--- config.mk ---
export PLATFORM = sky130hd
export DESIGN_NAME = rtdc_transceiver_ctrl
export DESIGN_NICKNAME = d
export VERILOG_FILES = /design/src/rtl/rtdc_transceiver_ctrl.v /design/src/rtl/rtdc_sync.v
export VERILOG_INCLUDE_DIRS = /design/src /design/src/shared
export SDC_FILE = /design/constraint.sdc
export NUM_CORES = 1
export LEC_CHECK = 0
export BUFFER_PORTS_ARGS = -buffer_cell sky130_fd_sc_hd__buf_2
export CAP_MARGIN = 20
export CORE_MARGIN = 2
export CORE_UTILIZATION = 47
export DETAILED_ROUTE_END_ITERATION = 6
export GPL_TIMING_DRIVEN = 0
export HOLD_SLACK_MARGIN = 0.15
export PLACE_DENSITY = 0.85
export SLEW_MARGIN = 20
export SYNTH_ARGS = -nofsm -noshare
export SYNTH_HDL_FRONTEND = slang
export SYNTH_SLANG_ARGS = --single-unit
--- constraint.sdc ---
create_clock -name MCLK -period 1.5 [get_ports MCLK]
set_input_delay 0.15 -clock MCLK [delete_from_list [all_inputs] [get_ports MCLK]]
set_output_delay 0.15 -clock MCLK [all_outputs]
set_load 0.02 [all_outputs]
--- src/shared/rtdc_map.vh ---
`ifndef RTDC_MAP_VH
`define RTDC_MAP_VH
// Register offset from the port base
`define RTDC_MODE_OFFSET 3'h7
// Mode byte codes
`define RTDC_MODE_FOUR_WIRE 8'h00
`define RTDC_MODE_DTR_ECHO 8'h01
`define RTDC_MODE_DTR_CTRL 8'h02
`define RTDC_MODE_TX_HOLDING_READY_OUT_AUTO 8'h03
// Reset value of the mode register
`define RTDC_MODE_RESET 8'h00
`endif

--- src/rtl/rtdc_transceiver_ctrl.v ---
// Operation
// - Four-wire mode: driver and receiver always enabled
// - Reset selects four-wire mode
// - DTR echo: driver on when DTR deasserted
// - DTR controlled: receiver on only when DTR asserted
// - Auto mode: driver on while transmit-ready asserted
// - Auto mode: receiver on while transmit-ready deasserted
// - Mode bytes 0x00 to 0x03 select modes
// - Mode byte lives at offset seven
// - New mode byte takes effect immediately
// - DTR asserted means pin driven low
`timescale 1ns/1ps
`include "rtdc_map.vh"
module rtdc_transceiver_ctrl (
  // Clock and reset
  input wire MCLK,
  input wire RST,
  // Register port of the serial controller
  input wire [2:0] ADDR,
  input wire [7:0] WDATA,
  input wire WR_EN,
  input wire RD_EN,
  output reg [7:0] RDATA,
  // Controller status pins, asynchronous to MCLK
  input wire DTR_N,
  input wire TX_HOLDING_READY_OUT,
  // Line transceiver enables, active high
  output reg DRIVER_EN,
  output reg RECEIVER_EN,
  // Current mode, for observation
  output reg [1:0] MODE
);
  reg [7:0] mode_reg;
  reg [7:0] mode_next;
  reg drv_next;
  reg rcv_next;
  wire dtr_n_s;
  wire tx_holding_ready_out_s;
  wire dtr_asserted;
  wire [1:0] pin_raw;
  wire [1:0] pin_sync;

  ////////////////////////////////////////////////////////////////////////////
  // Input synchronisers, one per status pin
  assign pin_raw = {TX_HOLDING_READY_OUT, DTR_N};

  genvar gi;
  generate
    for (gi = 0; gi < 2; gi = gi + 1) begin : gen_sync
      rtdc_sync u_sync (
        .clk(MCLK),
        .rst(RST),
        .d_in(pin_raw[gi]),
        .q_out(pin_sync[gi])
      );
    end
  endgenerate

  assign dtr_n_s = pin_sync[0];
  assign tx_holding_ready_out_s = pin_sync[1];

  // Asserted means the pin is low
  assign dtr_asserted = ~dtr_n_s;

  ////////////////////////////////////////////////////////////////////////////
  // Mode register
  always @* begin
    mode_next = mode_reg;
    if (WR_EN && (ADDR == `RTDC_MODE_OFFSET)) begin
      mode_next = WDATA;
    end
  end

  always @(posedge MCLK) begin
    if (RST) begin
      mode_reg <= `RTDC_MODE_RESET;
    end else begin
      mode_reg <= mode_next;
    end
  end

  always @(posedge MCLK) begin
    if (RST) begin
      RDATA <= 8'h00;
    end else if (RD_EN && (ADDR == `RTDC_MODE_OFFSET)) begin
      RDATA <= mode_reg;
    end else if (RD_EN) begin
      RDATA <= 8'h00;
    end
  end

  ////////////////////////////////////////////////////////////////////////////
  // Enable decode from the next mode so a write acts at once
  always @* begin
    drv_next = 1'b1;
    rcv_next = 1'b1;
    case (mode_next)
      `RTDC_MODE_FOUR_WIRE: begin
        drv_next = 1'b1;
        rcv_next = 1'b1;
      end
      `RTDC_MODE_DTR_ECHO: begin
        drv_next = ~dtr_asserted;
        rcv_next = 1'b1;
      end
      `RTDC_MODE_DTR_CTRL: begin
        drv_next = ~dtr_asserted;
        rcv_next = dtr_asserted;
      end
      `RTDC_MODE_TX_HOLDING_READY_OUT_AUTO: begin
        drv_next = tx_holding_ready_out_s;
        rcv_next = ~tx_holding_ready_out_s;
      end
      default: begin
        drv_next = 1'b1;
        rcv_next = 1'b1;
      end
    endcase
  end

  always @(posedge MCLK) begin
    if (RST) begin
      DRIVER_EN <= 1'b1;
      RECEIVER_EN <= 1'b1;
      MODE <= 2'h0;
    end else begin
      DRIVER_EN <= drv_next;
      RECEIVER_EN <= rcv_next;
      MODE <= mode_next[1:0];
    end
  end
endmodule // rtdc_transceiver_ctrl

--- src/rtl/rtdc_sync.v ---
`timescale 1ns/1ps
// Two-flop synchroniser for one level input
module rtdc_sync (
  // Clock and reset
  input wire clk,
  input wire rst,
  // Level in and out
  input wire d_in,
  output wire q_out
);
  reg meta_reg;
  reg sync_reg;

  always @(posedge clk) begin
    if (rst) begin
      meta_reg <= 1'b0;
      sync_reg <= 1'b0;
    end else begin
      meta_reg <= d_in;
      sync_reg <= meta_reg;
    end
  end

  assign q_out = sync_reg;
endmodule // rtdc_sync

==> run_results.csv <==
group,metric,value,unit
outcome,outcome,"complete, no violations",
power,powerDensity,876.4,mW/mm²
global_routing,met3_usage,4.615,%
floorplan,io_pins,29,
clock_network,cts.sinks,22,
flow_run,max_cap_viol_count,0,
global_routing,track_usage,20.06,%
floorplan,core_area,0.001727,mm²
floorplan,fp.dieW,46.98,µm
power,peakVddDrop,0.0005950,V
finish,area_growth,35.45,%
power,p_int,0.7997,mW
global_routing,grt_use_met2,35.89,%
yosys,synth_area_leaders,"dfxtp_1 51%, a21oi_1 9.2%, nor2b_1 8.6%, nand2_1 6.1%, nor2_1 4.8%",
route,first_iter_violations,11,
yosys,ys_types,21,
route,num_vias,804,
global_routing,gr-max-usage-layer,"met2",
route,viasPerCell,4.873,
floorplan,rows,15,
yosys,syn-mean-instance-area,8.861,µm²
power,p_switching,0.2310,mW
yosys,synth.yosys.seq_area_share,50.72,%
floorplan,initial_core_util,50.29,%
power,pwr-share-seq,58.4,%
global_routing,grt_first_pass_wirelength,3036,µm
placement,finalWeightedCongestion,0.7501,
timing,slew_viol_final,0,
floorplan,die_y,46.98,µm
timing,max_freq,0.7174,GHz
critical_path,cp.arrival,1.58,ns
route,wirelength,1930,µm
route,antenna_left,0,
clock_network,htreeDepth,1,
timing,fin_hold_ws,0.1887,ns
route,drc,0,
critical_path,critPathMaxStageDelay,0.54,ns
critical_path,cp-start-kind,"register",
placement,portBuffers,28,
power,p_clk_share,31.3,%
floorplan,dieArea,0.002207,mm²
timing,skew,0.008803,ns
placement,place_hpwl,1370,µm
global_routing,grt_start_max_net_pins,13,
power,p_leak,0.5017,nW
clock_network,clk_pin_slew,0.12,ns
critical_path,path_max_fanout,3,
timing,worst_slack,0.1062,ns
route,wl_per_cell,11.70,µm
clock_network,cts_setup_buffers,0,
finish,num_antenna_cells,0,
clock_network,clockBufferDepth,2,
yosys,synth_top_cell_by_area,"dfxtp_1",
worst_hold_path,worstHoldPathType,"input pin to register",
yosys,yosysMostFrequentCell,"dfxtp_1",
global_routing,antenna_found_initial,0,
finish,drive_above_1_share,27.14,%
yosys,synth_seq_cells,22,
clock_network,cts_tree,"yes",
yosys,synth_top_area_share,50.72,%
critical_path,crit_chain,"or4_4 -> o41ai_4 -> o211ai_1",
power,swShare,22.41,%
timing,period_share,92.92,%
yosys,ys.flop_type,"dfxtp_1",
global_routing,grt_overflow_total,0,
yosys,synth-async-reset-ratio,0,%
placement,pre_cts_ws,0.1317,ns
timing,setup_viol,0,
timing,fin_crit,1.394,ns
timing,slew_headroom,69.50,%
critical_path,crit_type,"register to register",
critical_path,cp_slowest_cell,"or4_4",
timing,rsz0062_at_grt,"false",
yosys,syn_area,868.3,µm²
power,p_total,1.031,mW
timing,setup_tns,0,ns
critical_path,cp_data_required_time,1.69,ns
yosys,postSynthCellCount,98,
critical_path,cp-end-kind,"register",
timing,worstMarginPinSlew,0.4575,ns
yosys,synth_warnings,0,
global_routing,use_met1,22.80,%
yosys,synth_edf_count,0,
clock_network,clk_latency,0.31,ns
yosys,netlist_top_cells_count,"22 x dfxtp_1, 16 x a21oi_1, 14 x nand2_1, 12 x nor2b_1, 11 x nor2_1",
global_routing,grt_pass1_vias,736,
power,combPwrFrac,10.3,%
placement,place_inst,151,
finish,final_cells,165,
clock_network,cts_inserted_buffers,3,
timing,hold_viol,0,
clock_network,cts-root-buf,"clkbuf_4",
yosys,syn_nets,115,
finish,nets,158,
route,first_pass_iters,4,
==> power by group through the flow <==
stage	registers, mW	clock network [mW]	logic (mW)
floorplan	0.615	0	0.0432
global route	0.603	0.351	0.115
global placement	0.614	0	0.0818
finish	0.602	0.323	0.106
CTS	0.602	0.321	0.105
detailed placement	0.615	0	0.0853
==> layer usage <==
layer  wire length, µm  share of wire [%]  vias to the layer above
li1                  -                  -                      412
met5                 0                  0                        -
met3                83                4.3                        4
met2              1004                 52                       25
met1               821                 43                      363
met4                21                1.1                        0
==> metrics by stage <==
| stage | area [µm²] | utilization, % |
|---|---|---|
| after floorplan | 868.3 | - |
| after global placement | 1040 | 60.22 |
| after detailed placement | 1040 | 60.22 |
| after CTS | 1176 | 68.12 |
| after global routing | 1176 | 68.12 |
| final | 1176 | 68.12 |
==> final timing paths <==
kind	start	endpoint	slack [ns]	cells past startpoint
worst max register to register	mode_reg[4]$_SDFF_PP0_	DRIVER_EN$_SDFF_PP1_	0.11	3
worst min register to register	gen_sync[1].u_sync.meta_reg$_SDFF_PP0_	gen_sync[1].u_sync.q_out$_SDFF_PP0_	0.45	1
worst min-delay path	WDATA[0]	mode_reg[0]$_SDFF_PP0_	0.19	3
worst max-delay path	mode_reg[4]$_SDFF_PP0_	DRIVER_EN$_SDFF_PP1_	0.11	3
==> cells by family after synthesis <==
logic type,count (synthesis),share of synthesized area [%]
xor+xnor,2,2.018
flops,22,50.72
buf+inv,7,4.178
compound gates,19,14.12
simple gates,46,26.51
mux,2,2.450
==> critical path, delay by kind of cell (launching register included) <==
family,cells,cell delay (ns)
and+or+nand+nor,1,0.54
AOI/OAI and AO/OA,2,0.38
DFF,1,0.35
==> what timing repair did <==
action	4_1_cts	5_1_grt
gates resized for setup	0	0
setup endpoints to repair	0	0
hold buffers	10	0
hold endpoints to repair	10	0
==> cells in the final DEF (no fill, tap or decap), types with 2 or more instances in the layout <==
| cell type | count |
|---|---|
| clkbuf_4 | 3 |
| nand2_1 | 14 |
| nor2b_1 | 12 |
| clkbuf_1 | 2 |
| buf_2 | 30 |
| nand3_1 | 4 |
| a21oi_1 | 16 |
| and4_1 | 2 |
| nor2_1 | 11 |
| buf_4 | 2 |
| dfxtp_1 | 22 |
| dlygate4sd3_1 | 10 |
==> area by class of cell <==
class / count / area, µm²
buffer: 6 / 32.53
clock buffer: 4 / 36.28
fill: 147 / 550.5
inverter: 1 / 3.754
multi-input combinational: 69 / 391.6
sequential: 22 / 440.4
tap: 25 / 31.28
timing repair buffer: 38 / 240.2
No activity file was read; power rests on OpenSTA's default activity.
